[config.mk]
export PLATFORM = sky130hd
export DESIGN_NAME = fcc_fan_control_regs
export DESIGN_NICKNAME = d
export VERILOG_FILES = /design/src/logic/fcc_pkg.sv /design/src/logic/fcc_fan_control_regs.sv
export SDC_FILE = /design/constraint.sdc
export NUM_CORES = 1
export LEC_CHECK = 0
export BUFFER_PORTS_ARGS = -buffer_cell sky130_fd_sc_hd__buf_2
export CAP_MARGIN = 20
export CORE_MARGIN = 3
export CORE_UTILIZATION = 40
export CTS_CLUSTER_DIAMETER = 40
export CTS_CLUSTER_SIZE = 24
export DETAILED_ROUTE_END_ITERATION = 16
export MAX_ROUTING_LAYER = met4
export PLACE_DENSITY = 0.53
export SETUP_SLACK_MARGIN = 0.3
export SYNTH_ARGS = -nofsm -noshare
export SYNTH_HDL_FRONTEND = slang
export SYNTH_SLANG_ARGS = --single-unit
[constraint.sdc]
create_clock -name aclk -period 51 [get_ports aclk]
set_input_delay 5.1 -clock aclk [delete_from_list [all_inputs] [get_ports aclk]]
set_output_delay 5.1 -clock aclk [all_outputs]
set_load 0.01 [all_outputs]
[src/logic/fcc_pkg.sv]
package fcc_pkg;

  // Clock rate and the time units that long counts are built from.
  localparam longint FCC_CLK_HZ = 64'd250_000_000;
  localparam longint FCC_SPIN_UNIT_MS = 64'd200;
  localparam longint FCC_SPIN_UNIT_CYCLES = FCC_SPIN_UNIT_MS * FCC_CLK_HZ / 64'd1000;
  localparam longint FCC_UPD_BASE_S = 64'd16;
  localparam longint FCC_UPD_BASE_CYCLES = FCC_UPD_BASE_S * FCC_CLK_HZ;
  localparam longint FCC_RAMP_STEP_MS = 64'd10;
  localparam longint FCC_RAMP_STEP_CYCLES = FCC_RAMP_STEP_MS * FCC_CLK_HZ / 64'd1000;
  localparam logic [7:0] FCC_PWM_PRESCALE = 8'h04;
  localparam logic [7:0] FCC_FILT_CYCLES = 8'h10;

  // Register indices; the byte address is four times the index.
  localparam logic [7:0] FCC_IDX_SPEED = 8'h22;
  localparam logic [7:0] FCC_IDX_FILTER = 8'h23;
  localparam logic [7:0] FCC_IDX_LOCAL_WIN = 8'h24;
  localparam logic [7:0] FCC_IDX_REMOTE_WIN = 8'h25;
  localparam logic [7:0] FCC_IDX_OVERRIDE = 8'h3f;
  localparam logic [7:0] FCC_IDX_CTRL = 8'h40;
  localparam logic [7:0] FCC_IDX_STATUS = 8'h41;

  // Reset values.
  localparam logic [3:0] FCC_RST_SPEED = 4'h5;
  localparam logic [7:0] FCC_RST_FILTER = 8'h50;
  localparam logic [7:0] FCC_RST_LOCAL_WIN = 8'h41;
  localparam logic [7:0] FCC_RST_REMOTE_WIN = 8'h61;
  localparam logic FCC_RST_OVR_EN = 1'b1;
  localparam logic [2:0] FCC_RST_SPIN_CODE = 3'h5;
  localparam logic FCC_RST_AUTO = 1'b0;

  // Revision nibble; the value is arbitrary.
  localparam logic [3:0] FCC_REVISION = 4'h1;

  // Duty levels on the 0 to 255 scale.
  localparam logic [7:0] FCC_DUTY_FULL = 8'hff;
  localparam logic [7:0] FCC_DUTY_PER_NIBBLE = 8'h11;
  localparam logic [7:0] FCC_DUTY_ZERO = 8'h00;

  // AXI responses.
  localparam logic [1:0] FCC_RESP_OKAY = 2'b00;
  localparam logic [1:0] FCC_RESP_SLVERR = 2'b10;

  // Fan filter register layout.
  typedef struct packed {
    logic spin_disable;
    logic [1:0] ramp_code;
    logic [2:0] sample_code;
    logic spare;
    logic filter_en;
  } fcc_filter_type;

  // Start temperature and span of one automatic channel.
  typedef struct packed {
    logic [4:0] start_code;
    logic [2:0] span_code;
  } fcc_window_type;

  // Own control register layout.
  typedef struct packed {
    logic [2:0] spin_code;
    logic auto_en;
  } fcc_ctrl_type;

  typedef enum {
    FCC_RUN_IDLE,
    FCC_RUN_SPIN,
    FCC_RUN_NORMAL
  } fcc_run_type;

endpackage

[src/logic/fcc_fan_control_regs.sv]
// Register access over AXI4-Lite was chosen for this implementation.
`timescale 1ns/100ps
// Function
// Speed nibble is normal speed outside auto.
// In auto, nibble is minimum fan speed.
// Speed nibble resets to 0x05.
// Spin-up disable bit skips spin-up.
// Bits 6:5 select ramp step 1,2,4,8.
// Bits 4:2 select sample rate, doubling per code.
// Sample rate code resets to 100.
// Filter bit enables PWM output filtering.
// Start temperature is code times 4 degrees.
// Local start temperature resets to 32 degrees.
// Remote start temperature resets to 48 degrees.
// Span codes give 5 to 80 degrees.
// Each window drives its own sensor channel.
// Enable bit lets own override force full speed.
// Enable cleared: own override does not force.
// External override ignores the enable bit.
// Revision nibble read-only, bits 6:4 zero.
// External override pin low forces full speed.
// Spin-up drives full duty, default 2 s.
// Auto duty rises from minimum across span.
module fcc_fan_control_regs
  import fcc_pkg::*;
#(
  parameter longint SPIN_UNIT_CYCLES = FCC_SPIN_UNIT_CYCLES,
  parameter longint UPD_BASE_CYCLES = FCC_UPD_BASE_CYCLES,
  parameter longint RAMP_STEP_CYCLES = FCC_RAMP_STEP_CYCLES
) (
  input wire logic aclk,
  input wire logic aresetn,
  input wire logic [31:0] s_axi_awaddr,
  input wire logic s_axi_awvalid,
  output logic s_axi_awready,
  input wire logic [31:0] s_axi_wdata,
  input wire logic [3:0] s_axi_wstrb,
  input wire logic s_axi_wvalid,
  output logic s_axi_wready,
  output logic [1:0] s_axi_bresp,
  output logic s_axi_bvalid,
  input wire logic s_axi_bready,
  input wire logic [31:0] s_axi_araddr,
  input wire logic s_axi_arvalid,
  output logic s_axi_arready,
  output logic [31:0] s_axi_rdata,
  output logic [1:0] s_axi_rresp,
  output logic s_axi_rvalid,
  input wire logic s_axi_rready,
  input wire logic [7:0] local_temp,
  input wire logic [7:0] remote_temp,
  input wire logic therm_request,
  input wire logic therm_in,
  output logic therm_out,
  output logic therm_oe_n,
  output logic pwm_out
);

  // Register state.
  logic [3:0] speed_ff;
  fcc_filter_type filter_ff;
  fcc_window_type local_win_ff, remote_win_ff;
  logic ovr_en_ff;
  fcc_ctrl_type ctrl_ff;

  // Bus state.
  logic aw_held_ff, w_held_ff, wlane_ff, rd_hit, wr_fire, wr_hit;
  logic [7:0] aw_idx_ff, wdata_ff, ar_idx;
  logic [31:0] nxt_rdata;

  // Fan state.
  logic therm_meta_ff, therm_sync_ff, pwm_raw_ff, pwm_filt_ff;
  logic ext_low, force_full, upd_tick, ramp_tick, pwm_tick;
  logic [1:0] req_dly_ff;
  logic [7:0] local_samp_ff, remote_samp_ff, duty_ff, pwm_pre_ff, pwm_cnt_ff, filt_cnt_ff;
  logic [7:0] target, min_duty, local_duty, remote_duty, step;
  logic [63:0] upd_cnt_ff, ramp_cnt_ff, unit_cnt_ff;
  logic [5:0] spin_units_ff;
  fcc_run_type run_ff;

  // Duty for one channel: minimum at the start temperature, full at start plus span.
  function automatic logic [7:0] fcc_auto_duty(input logic [7:0] temp, input fcc_window_type win,
                                               input logic [7:0] base);
    logic [7:0] start, excess, span;
    logic [15:0] prod;
    start = {1'b0, win.start_code, 2'b00};
    excess = temp - start;
    case (win.span_code)
      3'h0: span = 8'h05;
      3'h1: span = 8'h0a;
      3'h2: span = 8'h14;
      3'h3: span = 8'h28;
      default: span = 8'h50;
    endcase
    prod = 16'(FCC_DUTY_FULL - base) * 16'(excess);
    if (temp <= start) begin
      fcc_auto_duty = base;
    end else if (excess >= span) begin
      fcc_auto_duty = FCC_DUTY_FULL;
    end else begin
      fcc_auto_duty = base + 8'(prod / 16'(span));
    end
  endfunction

  // Spin-up length in 200 ms units for each time code.
  function automatic logic [5:0] fcc_spin_units(input logic [2:0] code);
    case (code)
      3'h0: fcc_spin_units = 6'h01;
      3'h1: fcc_spin_units = 6'h02;
      3'h2: fcc_spin_units = 6'h03;
      3'h3: fcc_spin_units = 6'h04;
      3'h4: fcc_spin_units = 6'h05;
      3'h5: fcc_spin_units = 6'h0a;
      3'h6: fcc_spin_units = 6'h14;
      default: fcc_spin_units = 6'h28;
    endcase
  endfunction

  // Write channel handshakes; each side is taken once and held until the pair completes.
  assign s_axi_awready = !aw_held_ff && !s_axi_bvalid;
  assign s_axi_wready = !w_held_ff && !s_axi_bvalid;
  assign wr_fire = aw_held_ff && w_held_ff && !s_axi_bvalid;
  assign wr_hit = aw_idx_ff inside {FCC_IDX_SPEED, FCC_IDX_FILTER, FCC_IDX_LOCAL_WIN, FCC_IDX_REMOTE_WIN,
                                    FCC_IDX_OVERRIDE, FCC_IDX_CTRL, FCC_IDX_STATUS};

  // Address and data capture.
  always_ff @(posedge aclk) begin
    if (!aresetn) begin
      aw_held_ff <= 1'b0;
      w_held_ff <= 1'b0;
      aw_idx_ff <= 8'h00;
      wdata_ff <= 8'h00;
      wlane_ff <= 1'b0;
    end else begin
      if (s_axi_awvalid && s_axi_awready) begin
        aw_held_ff <= 1'b1;
        aw_idx_ff <= (s_axi_awaddr[31:10] == 22'h000000) ? s_axi_awaddr[9:2] : 8'hff;
      end else if (wr_fire) begin
        aw_held_ff <= 1'b0;
      end
      if (s_axi_wvalid && s_axi_wready) begin
        w_held_ff <= 1'b1;
        wdata_ff <= s_axi_wdata[7:0];
        wlane_ff <= s_axi_wstrb[0];
      end else if (wr_fire) begin
        w_held_ff <= 1'b0;
      end
    end
  end

  // Write response; unmapped indices answer with a slave error.
  always_ff @(posedge aclk) begin
    if (!aresetn) begin
      s_axi_bvalid <= 1'b0;
      s_axi_bresp <= FCC_RESP_OKAY;
    end else if (wr_fire) begin
      s_axi_bvalid <= 1'b1;
      s_axi_bresp <= wr_hit ? FCC_RESP_OKAY : FCC_RESP_SLVERR;
    end else if (s_axi_bready) begin
      s_axi_bvalid <= 1'b0;
    end
  end

  // Writable registers; only byte lane 0 carries register bits.
  always_ff @(posedge aclk) begin
    if (!aresetn) begin
      speed_ff <= FCC_RST_SPEED;
      filter_ff <= FCC_RST_FILTER;
      local_win_ff <= FCC_RST_LOCAL_WIN;
      remote_win_ff <= FCC_RST_REMOTE_WIN;
      ovr_en_ff <= FCC_RST_OVR_EN;
      ctrl_ff <= {FCC_RST_SPIN_CODE, FCC_RST_AUTO};
    end else if (wr_fire && wlane_ff) begin
      case (aw_idx_ff)
        FCC_IDX_SPEED: speed_ff <= wdata_ff[3:0];
        FCC_IDX_FILTER: filter_ff <= wdata_ff;
        FCC_IDX_LOCAL_WIN: local_win_ff <= wdata_ff;
        FCC_IDX_REMOTE_WIN: remote_win_ff <= wdata_ff;
        FCC_IDX_OVERRIDE: ovr_en_ff <= wdata_ff[7];
        FCC_IDX_CTRL: ctrl_ff <= wdata_ff[3:0];
        default: ;
      endcase
    end
  end

  // Read decode.
  assign s_axi_arready = !s_axi_rvalid;
  assign ar_idx = s_axi_araddr[9:2];
  always_comb begin
    nxt_rdata = 32'h00000000;
    rd_hit = (s_axi_araddr[31:10] == 22'h000000);
    case (ar_idx)
      FCC_IDX_SPEED: nxt_rdata[3:0] = speed_ff;
      FCC_IDX_FILTER: nxt_rdata[7:0] = filter_ff;
      FCC_IDX_LOCAL_WIN: nxt_rdata[7:0] = local_win_ff;
      FCC_IDX_REMOTE_WIN: nxt_rdata[7:0] = remote_win_ff;
      FCC_IDX_OVERRIDE: nxt_rdata[7:0] = {ovr_en_ff, 3'h0, FCC_REVISION};
      FCC_IDX_CTRL: nxt_rdata[3:0] = ctrl_ff;
      FCC_IDX_STATUS: nxt_rdata[10:0] = {ext_low, force_full, run_ff == FCC_RUN_SPIN, duty_ff};
      default: rd_hit = 1'b0;
    endcase
  end

  // Read answer, one cycle after the address is taken.
  always_ff @(posedge aclk) begin
    if (!aresetn) begin
      s_axi_rvalid <= 1'b0;
      s_axi_rdata <= 32'h00000000;
      s_axi_rresp <= FCC_RESP_OKAY;
    end else if (s_axi_arvalid && s_axi_arready) begin
      s_axi_rvalid <= 1'b1;
      s_axi_rdata <= nxt_rdata;
      s_axi_rresp <= rd_hit ? FCC_RESP_OKAY : FCC_RESP_SLVERR;
    end else if (s_axi_rready) begin
      s_axi_rvalid <= 1'b0;
    end
  end

  // Override pin synchroniser; our request is delayed alongside so that our own release is not seen as an outside pull.
  always_ff @(posedge aclk) begin
    if (!aresetn) begin
      therm_meta_ff <= 1'b1;
      therm_sync_ff <= 1'b1;
      req_dly_ff <= 2'h0;
    end else begin
      therm_meta_ff <= therm_in;
      therm_sync_ff <= therm_meta_ff;
      req_dly_ff <= {req_dly_ff[0], therm_request};
    end
  end

  // The pin is pulled low by our own request; low while we do not drive means an outside agent.
  assign therm_out = 1'b0;
  assign therm_oe_n = !therm_request;
  assign ext_low = !therm_sync_ff && !therm_request && (req_dly_ff == 2'h0);
  assign force_full = ext_low || (therm_request && ovr_en_ff);

  // Temperature update interval: 16 s halved for each code step.
  assign upd_tick = (upd_cnt_ff >= ((UPD_BASE_CYCLES >> filter_ff.sample_code) - 64'd1));
  always_ff @(posedge aclk) begin
    if (!aresetn) begin
      upd_cnt_ff <= 64'd0;
      local_samp_ff <= 8'h00;
      remote_samp_ff <= 8'h00;
    end else if (upd_tick) begin
      upd_cnt_ff <= 64'd0;
      local_samp_ff <= local_temp;
      remote_samp_ff <= remote_temp;
    end else begin
      upd_cnt_ff <= upd_cnt_ff + 64'd1;
    end
  end

  // Target duty: full when forced, else manual nibble, or the larger of the two channel curves in auto mode.
  assign min_duty = 8'(speed_ff * FCC_DUTY_PER_NIBBLE);
  assign local_duty = fcc_auto_duty(local_samp_ff, local_win_ff, min_duty);
  assign remote_duty = fcc_auto_duty(remote_samp_ff, remote_win_ff, min_duty);
  always_comb begin
    if (force_full) begin
      target = FCC_DUTY_FULL;
    end else if (ctrl_ff.auto_en) begin
      target = (local_duty > remote_duty) ? local_duty : remote_duty;
    end else begin
      target = min_duty;
    end
  end

  // Ramp tick and step size.
  assign ramp_tick = (ramp_cnt_ff >= (RAMP_STEP_CYCLES - 64'd1));
  assign step = 8'h01 << filter_ff.ramp_code;
  always_ff @(posedge aclk) begin
    if (!aresetn) begin
      ramp_cnt_ff <= 64'd0;
    end else if (ramp_tick) begin
      ramp_cnt_ff <= 64'd0;
    end else begin
      ramp_cnt_ff <= ramp_cnt_ff + 64'd1;
    end
  end

  // Run sequencer: a stopped fan starting up is kicked at full duty first.
  always_ff @(posedge aclk) begin
    if (!aresetn) begin
      run_ff <= FCC_RUN_IDLE;
      unit_cnt_ff <= 64'd0;
      spin_units_ff <= 6'h00;
    end else begin
      case (run_ff)
        FCC_RUN_IDLE: begin
          if (target != FCC_DUTY_ZERO) begin
            if (filter_ff.spin_disable) begin
              run_ff <= FCC_RUN_NORMAL;
            end else begin
              run_ff <= FCC_RUN_SPIN;
              unit_cnt_ff <= 64'd0;
              spin_units_ff <= fcc_spin_units(ctrl_ff.spin_code);
            end
          end
        end
        FCC_RUN_SPIN: begin
          if (unit_cnt_ff >= (SPIN_UNIT_CYCLES - 64'd1)) begin
            unit_cnt_ff <= 64'd0;
            spin_units_ff <= spin_units_ff - 6'h01;
            if (spin_units_ff == 6'h01) begin
              run_ff <= FCC_RUN_NORMAL;
            end
          end else begin
            unit_cnt_ff <= unit_cnt_ff + 64'd1;
          end
        end
        FCC_RUN_NORMAL: begin
          if (target == FCC_DUTY_ZERO && duty_ff == FCC_DUTY_ZERO) begin
            run_ff <= FCC_RUN_IDLE;
          end
        end
        default: run_ff <= FCC_RUN_IDLE;
      endcase
    end
  end

  // Output duty: full during spin-up or while forced to full speed, otherwise stepped toward the target at the ramp rate.
  always_ff @(posedge aclk) begin
    if (!aresetn) begin
      duty_ff <= FCC_DUTY_ZERO;
    end else if (run_ff == FCC_RUN_SPIN || force_full) begin
      duty_ff <= FCC_DUTY_FULL;
    end else if (run_ff == FCC_RUN_NORMAL && ramp_tick) begin
      if (duty_ff < target) begin
        duty_ff <= ((target - duty_ff) > step) ? duty_ff + step : target;
      end else if (duty_ff > target) begin
        duty_ff <= ((duty_ff - target) > step) ? duty_ff - step : target;
      end
    end
  end

  // PWM generator; 255 slots per period so full duty stays high.
  assign pwm_tick = (pwm_pre_ff == (FCC_PWM_PRESCALE - 8'h01));
  always_ff @(posedge aclk) begin
    if (!aresetn) begin
      pwm_pre_ff <= 8'h00;
      pwm_cnt_ff <= 8'h00;
      pwm_raw_ff <= 1'b0;
    end else begin
      pwm_pre_ff <= pwm_tick ? 8'h00 : pwm_pre_ff + 8'h01;
      if (pwm_tick) begin
        pwm_cnt_ff <= (pwm_cnt_ff == 8'hfe) ? 8'h00 : pwm_cnt_ff + 8'h01;
      end
      pwm_raw_ff <= (pwm_cnt_ff < duty_ff);
    end
  end

  // Output filter: a new level must hold for a set time before it reaches the pin.
  always_ff @(posedge aclk) begin
    if (!aresetn) begin
      pwm_filt_ff <= 1'b0;
      filt_cnt_ff <= 8'h00;
    end else if (pwm_raw_ff == pwm_filt_ff) begin
      filt_cnt_ff <= 8'h00;
    end else if (filt_cnt_ff >= (FCC_FILT_CYCLES - 8'h01)) begin
      pwm_filt_ff <= pwm_raw_ff;
      filt_cnt_ff <= 8'h00;
    end else begin
      filt_cnt_ff <= filt_cnt_ff + 8'h01;
    end
  end

  assign pwm_out = filter_ff.filter_en ? pwm_filt_ff : pwm_raw_ff;

endmodule

==> results of run 1 <==
per-layer routing:
layer,global-route usage [%],share of wire [%],up-vias
li1,-,-,14414
met1,28.73,51,12777
met2,31.91,44,452
met3,2.224,3.6,77
met4,3.032,1.4,0
met5,-,0,-
final cells by class:
class                           instances  area [um2]
Fill cell                            8025       42890
Multi-Input combinational cell       3307       23790
Sequential cell                       321        6426
Tap cell                             1040        1301
Clock buffer                           47        1091
Inverter                              259       972.2
Timing Repair Buffer                  140       765.7
Clock inverter                         31       366.6
synth_stat cells (26+ instances only):
library cell    n
buf_4          26
nor2_1        490
fa_1           70
mux2_2         35
or3_1          32
nor4_1         59
nor2b_1        55
and3_1         56
nor3_1        155
and2_1         38
o211ai_1       28
clkbuf_1       87
xnor2_1       106
inv_1         253
a31oi_1        28
o31ai_1        51
ha_1          399
nand4_1        60
nand2_1       253
a21oi_1       199
o21a_1        119
xor2_1        120
o21ai_0       130
nand3_1       103
mux2i_1        79
nand2b_1       64
a21o_1         85
dfxtp_1       321
or2_2          30
cells by family after synthesis:
logic type | after synthesis
fa+ha+maj | 469
xor+xnor | 226
simple gates | 1481
compound gates | 917
flops | 321
mux | 121
buf+inv | 392
other cells | 2
sequential cells by signal, indices dropped and copies added (netlist names), 2 cells and up:
signal	cells
local_samp_ff	8
speed_ff	4
remote_samp_ff	8
ctrl_ff	4
remote_win_ff	8
ramp_cnt_ff	64
pwm_cnt_ff	8
filter_ff	8
filt_cnt_ff	8
local_win_ff	8
s_axi_rdata	11
unit_cnt_ff	64
duty_ff	8
pwm_pre_ff	8
aw_idx_ff	8
spin_units_ff	6
req_dly_ff	2
wdata_ff	8
upd_cnt_ff	64
run_ff	2
stage by stage:
| stage | instance area [um2] | hold WS (ns) |
|---|---|---|
| final | 34710 | 0.4130 |
| after global routing | 34710 | 0.4234 |
| after CTS | 34690 | 0.4178 |
| after detailed placement | 33240 | 0.4003 |
| after global placement | 33230 | 0.3959 |
| after floorplan | 31780 | 0.3863 |
worst max-delay path by stage:
stage,start,endpoint
floorplan,local_win_ff[4],duty_ff[3]
global placement,remote_win_ff[4],duty_ff[2]
detailed placement,remote_win_ff[4],duty_ff[2]
CTS,local_win_ff[4],duty_ff[2]
global route,remote_win_ff[4],duty_ff[2]
finish,local_win_ff[4],duty_ff[2]
==> summary.md, run 1 <==
| Metric | Value |
|---|---|
| Initial antenna violation count | `1` |
| Setup CP Type | `register to register` |
| Dpl hpwl | `64440 um` |
| Fin crit period | `44.31 ns` |
| Die X | `286.4 um` |
| Setup violation total in the final timing report | `0` |
| Post-CTS Setup Inserts | `0` |
| Fin crit share | `86.88%` |
| Simple-gate area share of the yosys netlist | `23.28%` |
| Initial Util | `40.52%` |
| Post-synth EDFFs | `0` |
| IO Pins | `169` |
| Worst-Skew Late Latency | `0.57 ns` |
| Synth top area share | `20.44%` |
| Drt wl/cell | `15.96 um` |
| Ant. Diodes | `0` |
| RSZ-0062 raised after global routing | `no` |
| Top cells by area, synth | `dfxtp_1 (20%), ha_1 (16%), nor2_1 (5.9%), fa_1 (4.5%), xor2_1 (3.3%)` |
| Critical-path maximum fanout | `14` |
| Final Hold Vio Count | `0` |
| Final Util | `44.73%` |
| Critical path's most frequent cell | `o21a_1` |
| Synth-to-layout area growth | `10.39%` |
| Post-Syn Area | `31440 um2` |
| R2r endpoint | `duty_ff[2]` |
| Worst reg2reg setup slack | `6.69 ns` |
| Synthesized flop and latch total | `321` |
| MaxCap Viol Count | `0` |
| Mux share of post-synthesis cell area | `4.087%` |
| Transition time of the tightest slew-check pin | `1.019 ns` |
| Via density per instance | `5.388` |
| Adder-cell share of the synthesized area | `20.34%` |
| I/O Buffers | `113` |
| GP Congestion | `0.8583` |
| Fin nets | `4665` |
| Vias post-DR | `27720` |
| ANT nets after route | `0` |
| Worst hold endpoint | `therm_sync_ff` |
| Synth async-reset ratio | `0%` |
| Placed insts | `5065` |
| First-pass GRT wire length | `136100 um` |
| DRT Pass-1 Iters | `6` |
| Sequential element share of the synthesized area | `20.44%` |
| Synth warnings | `0` |
| Hold buffers post-CTS | `0` |
| Htree depth | `2` |
| Crit path buf inv count | `13` |
| Final worst slack | `6.690 ns` |
| Mean Syn Cell Area | `8.002 um2` |
| Commonest non-fill, non-tap cell in the layout | `nor2_1` |
| Final Skew | `0.02432 ns` |
| Synth cell types | `110` |
| Residual DRC | `0` |
| Pin count of the biggest net entering global routing | `64` |
| CP startpoint kind | `register` |
| Setup WS pre-CTS | `7.071 ns` |
| Root Driver | `clkbuf_16` |
| Most frequent cells in the layout | `nor2_1 (490), ha_1 (399), dfxtp_1 (321)` |
| Hold WC Path Type | `register to register` |
| WHS Path Cells | `1` |
| Worst min-delay path startpoint | `therm_meta_ff` |
| Main combinational cell family by area after synthesis | `simple AND/OR/NAND/NOR gates` |
| Vias in the first global route | `26375` |
| Total CTS buffers | `42` |
| Post-synthesis cell count | `3929` |
| Status | `complete, no violations` |
| Cell row count | `102` |
| WP data arrival | `44.75 ns` |
| CTS tree | `built` |
| Grt ovf | `0` |
| Share of cells above drive strength 1 | `8.648%` |
| Max Slew Vio Count | `0` |
| Slew headroom | `31.57%` |
| CTS max path bufs | `3` |
| CP endpoint kind | `register` |
| F_max | `0.02257 GHz` |
| # resized after CTS | `0` |
| Post-synth top area cell | `dfxtp_1` |
| Top_reg_cell synth | `dfxtp_1` |
| Worst r2r src | `local_win_ff[4]` |
| WP depth | `189` |
| Initial DRC Count | `1556` |
| Die area | `82000 um2` |
| Die H | `286.4 um` |
| Worst-path clk slew | `0.07 ns` |
| Critical path data required time | `51.44 ns` |
| Synth Area in Compound Gates | `20.48%` |
| Cell family with most CP delay | `compound AO/OA/AOI/OAI gates` |
| Total clock sinks | `321` |
| XOR/XNOR Fraction of Synth Area | `6.296%` |
| FF-to-FF path depth | `189` |
| Global Route Usage Sum | `20.32%` |
| Post-route insts no fill | `5145` |
| Routed wire length | `82130 um` |
| Largest stage delay on the critical path | `0.80 ns` |
| Core area | `77590 um2` |
| Setup tns final | `0 ns` |
| Crit-path slowest cell | `a221oi_2` |
Power of run 1 is not shown: default switching activity piles up to over one toggle a cycle in this logic, so the estimate is an artifact.
==> run 2: changes to the inputs <==
- CORE_UTILIZATION: 40 -> 35
- PLACE_DENSITY: 0.53 -> 0.48
- RECOVER_POWER: default -> 50
==> summary.md, run 2 (synthesis gave the netlist of run 1 again) <==
| Metric | Value |
|---|---|
| DRT Pass-1 Iters | `5 (-1)` |
| Global Route Usage Sum | `18.37% (-2.0 points)` |
| Critical path data required time | `51.45 ns (about the same)` |
| Crit-path slowest cell | `a21oi_1` |
| Worst-Skew Late Latency | `0.60 ns (+0.03 ns)` |
| Worst min-delay path startpoint | `therm_meta_ff` |
| Post-route cell area | `35060 um2 (+1.0%)` |
| Fin nets | `4674 (+0.19%)` |
| Failing checks | `max-capacitance violations, max-slew violations` |
| Largest stage delay on the critical path | `0.70 ns (-0.10 ns)` |
| GP Congestion | `0.8193 (-4.5%)` |
| RSZ-0062 raised after global routing | `no` |
| Dpl hpwl | `66060 um (+2.5%)` |
| Initial DRC Count | `1524 (-2.1%)` |
| Area of the multi-input gates | `23770 um2 (about the same)` |
| WHS Path Cells | `1 (unchanged)` |
| Post-CTS Setup Inserts | `0 (unchanged)` |
| Total CTS buffers | `47 (+12%)` |
| FF-to-FF path depth | `179 (-5.3%)` |
| Critical path's most frequent cell | `o21a_1` |
| Setup CP Type | `register to register` |
| Initial Util | `35.41% (-5.1 points)` |
| Commonest non-fill, non-tap cell in the layout | `nor2_1` |
| Largest regs | `ramp_cnt_ff (64), unit_cnt_ff (64), upd_cnt_ff (64)` |
| Final Hold Vio Count | `0 (unchanged)` |
| Total clock sinks | `321 (unchanged)` |
| Worst reg2reg setup slack | `6.57 ns (-0.12 ns)` |
| Setup tns final | `0 ns (unchanged)` |
| Worst-path clk slew | `0.07 ns (about the same)` |
| Fin crit share | `87.12% (+0.24 points)` |
| # resized after CTS | `0 (unchanged)` |
| Initial antenna violation count | `1 (unchanged)` |
| First-pass GRT wire length | `139500 um (+2.5%)` |
| Residual DRC | `0 (unchanged)` |
| Critical-path maximum fanout | `13 (-1)` |
| Pin count of the biggest net entering global routing | `64 (unchanged)` |
| R2r endpoint | `duty_ff[2]` |
| Crit path buf inv count | `9 (-4)` |
| WP data arrival | `44.88 ns (+0.13 ns)` |
| Htree depth | `2 (unchanged)` |
| Die H | `305.7 um (+6.8%)` |
| Filler cells | `9116 (+14%)` |
| Routed wire length | `84470 um (+2.9%)` |
| Worst r2r src | `remote_win_ff[4]` |
| Max Slew Vio Count | `158 (+158)` |
| Die area | `93460 um2 (+14%)` |
| Core area | `88780 um2 (+14%)` |
| Ant. Diodes | `0 (unchanged)` |
| Cell family with most CP delay | `compound AO/OA/AOI/OAI gates` |
| Status | `complete, but fails checks` |
| Setup violation total in the final timing report | `0 (unchanged)` |
| I/O Buffers | `113 (unchanged)` |
| Slew headroom | `-114.6% (-150 points)` |
| Fin crit period | `44.43 ns (+0.1200 ns)` |
| Worst hold endpoint | `therm_sync_ff` |
| Hold WC Path Type | `register to register` |
| Cell row count | `109 (+6.9%)` |
| Hold buffers post-CTS | `0 (unchanged)` |
| CP startpoint kind | `register` |
| Grt ovf | `0 (unchanged)` |
| Die X | `305.7 um (+6.8%)` |
| Synth-to-layout area growth | `11.51%` |
| Transition time of the tightest slew-check pin | `3.219 ns (+2.200 ns)` |
| Drt wl/cell | `15.99 um (+0.17%)` |
| Vias post-DR | `27686 (-0.12%)` |
| Most frequent cells in the layout | `nor2_1 (490), ha_1 (399), dfxtp_1 (321)` |
| Vias in the first global route | `26627 (+0.96%)` |
| CTS max path bufs | `3 (unchanged)` |
| CTS tree | `built` |
| Register area | `6426 um2 (unchanged)` |
| ANT nets after route | `0 (unchanged)` |
| F_max | `0.02251 GHz (-0.27%)` |
| CP endpoint kind | `register` |
| Final Skew | `0.02514 ns (+0.0008198 ns)` |
| IO Pins | `169 (unchanged)` |
| Root Driver | `clkbuf_16` |
| Via density per instance | `5.241 (-2.7%)` |
| MaxCap Viol Count | `3 (+3)` |
| Share of cells above drive strength 1 | `8.402% (-0.25 points)` |
| Post-place instance area | `33410 um2 (+0.54%)` |
-- run 2: cell types whose count changed in the layout (fill, tap and decap cells not counted), sizes merged --
| cell | change |
|---|---|
| clkbuf | +28 |
| buf | -18 |
| inv | +5 |
| clkinvlp | -3 |
| clkinv | +1 |
-- run 2: final cells by class --
| cell class | count | share of cell area, % |
|---|---|---|
| clock inverter | 34 | 1.271 |
| clock buffer | 53 | 3.505 |
| sequential | 321 | 18.33 |
| multi-input combinational | 3307 | 67.81 |
| inverter | 259 | 2.777 |
| timing repair buffer | 144 | 2.156 |
| tap | 1165 | 4.158 |
-- run 2: stage by stage --
| step | util, % | hold WS (ns) | cells | setup WS, ns |
|---|---|---|---|---|
| final | 39.49 | 0.4078 | 5283 | 6.569 |
| after global routing | 39.49 | 0.4179 | 5283 | 2.287 |
| after CTS | 39.52 | 0.4103 | 5282 | 6.809 |
| after detailed placement | 37.64 | 0.3925 | 5195 | 7.033 |
| after global placement | 37.62 | 0.3901 | 5193 | 6.698 |
| after floorplan | - | 0.3863 | 4020 | 13.49 |
-- run 2: how the worst max path moves through the flow --
| stage | startpoint | end | cells past startpoint |
|---|---|---|---|
| after floorplan | local_win_ff[4] | duty_ff[3] | 196 |
| after global placement | remote_win_ff[4] | duty_ff[2] | 178 |
| after detailed placement | remote_win_ff[4] | duty_ff[2] | 178 |
| after CTS | remote_win_ff[4] | duty_ff[2] | 178 |
| after global routing | remote_win_ff[4] | duty_ff[2] | 180 |
| final | remote_win_ff[4] | duty_ff[2] | 179 |
-- run 2: worst reg2reg max path, delay by kind of cell (launching register included) --
kind / cells / cell delay (ns)
compound gates: 96 / 22.62
xor+xnor: 2 / 0.53
fa+ha+maj: 24 / 7.69
buf+inv: 9 / 1.54
flops: 1 / 0.40
mux: 1 / 0.31
simple gates: 47 / 11.17
-- run 2: per-layer routing --
metal	routed length, um	track usage (%)	vias up
li1	-	-	14433
met1	42970	25.71	12734
met2	36770	28.64	427
met3	3193	2.085	92
met4	1535	3.666	0
met5	0	-	-
Power of run 2 is left out for the same reason.
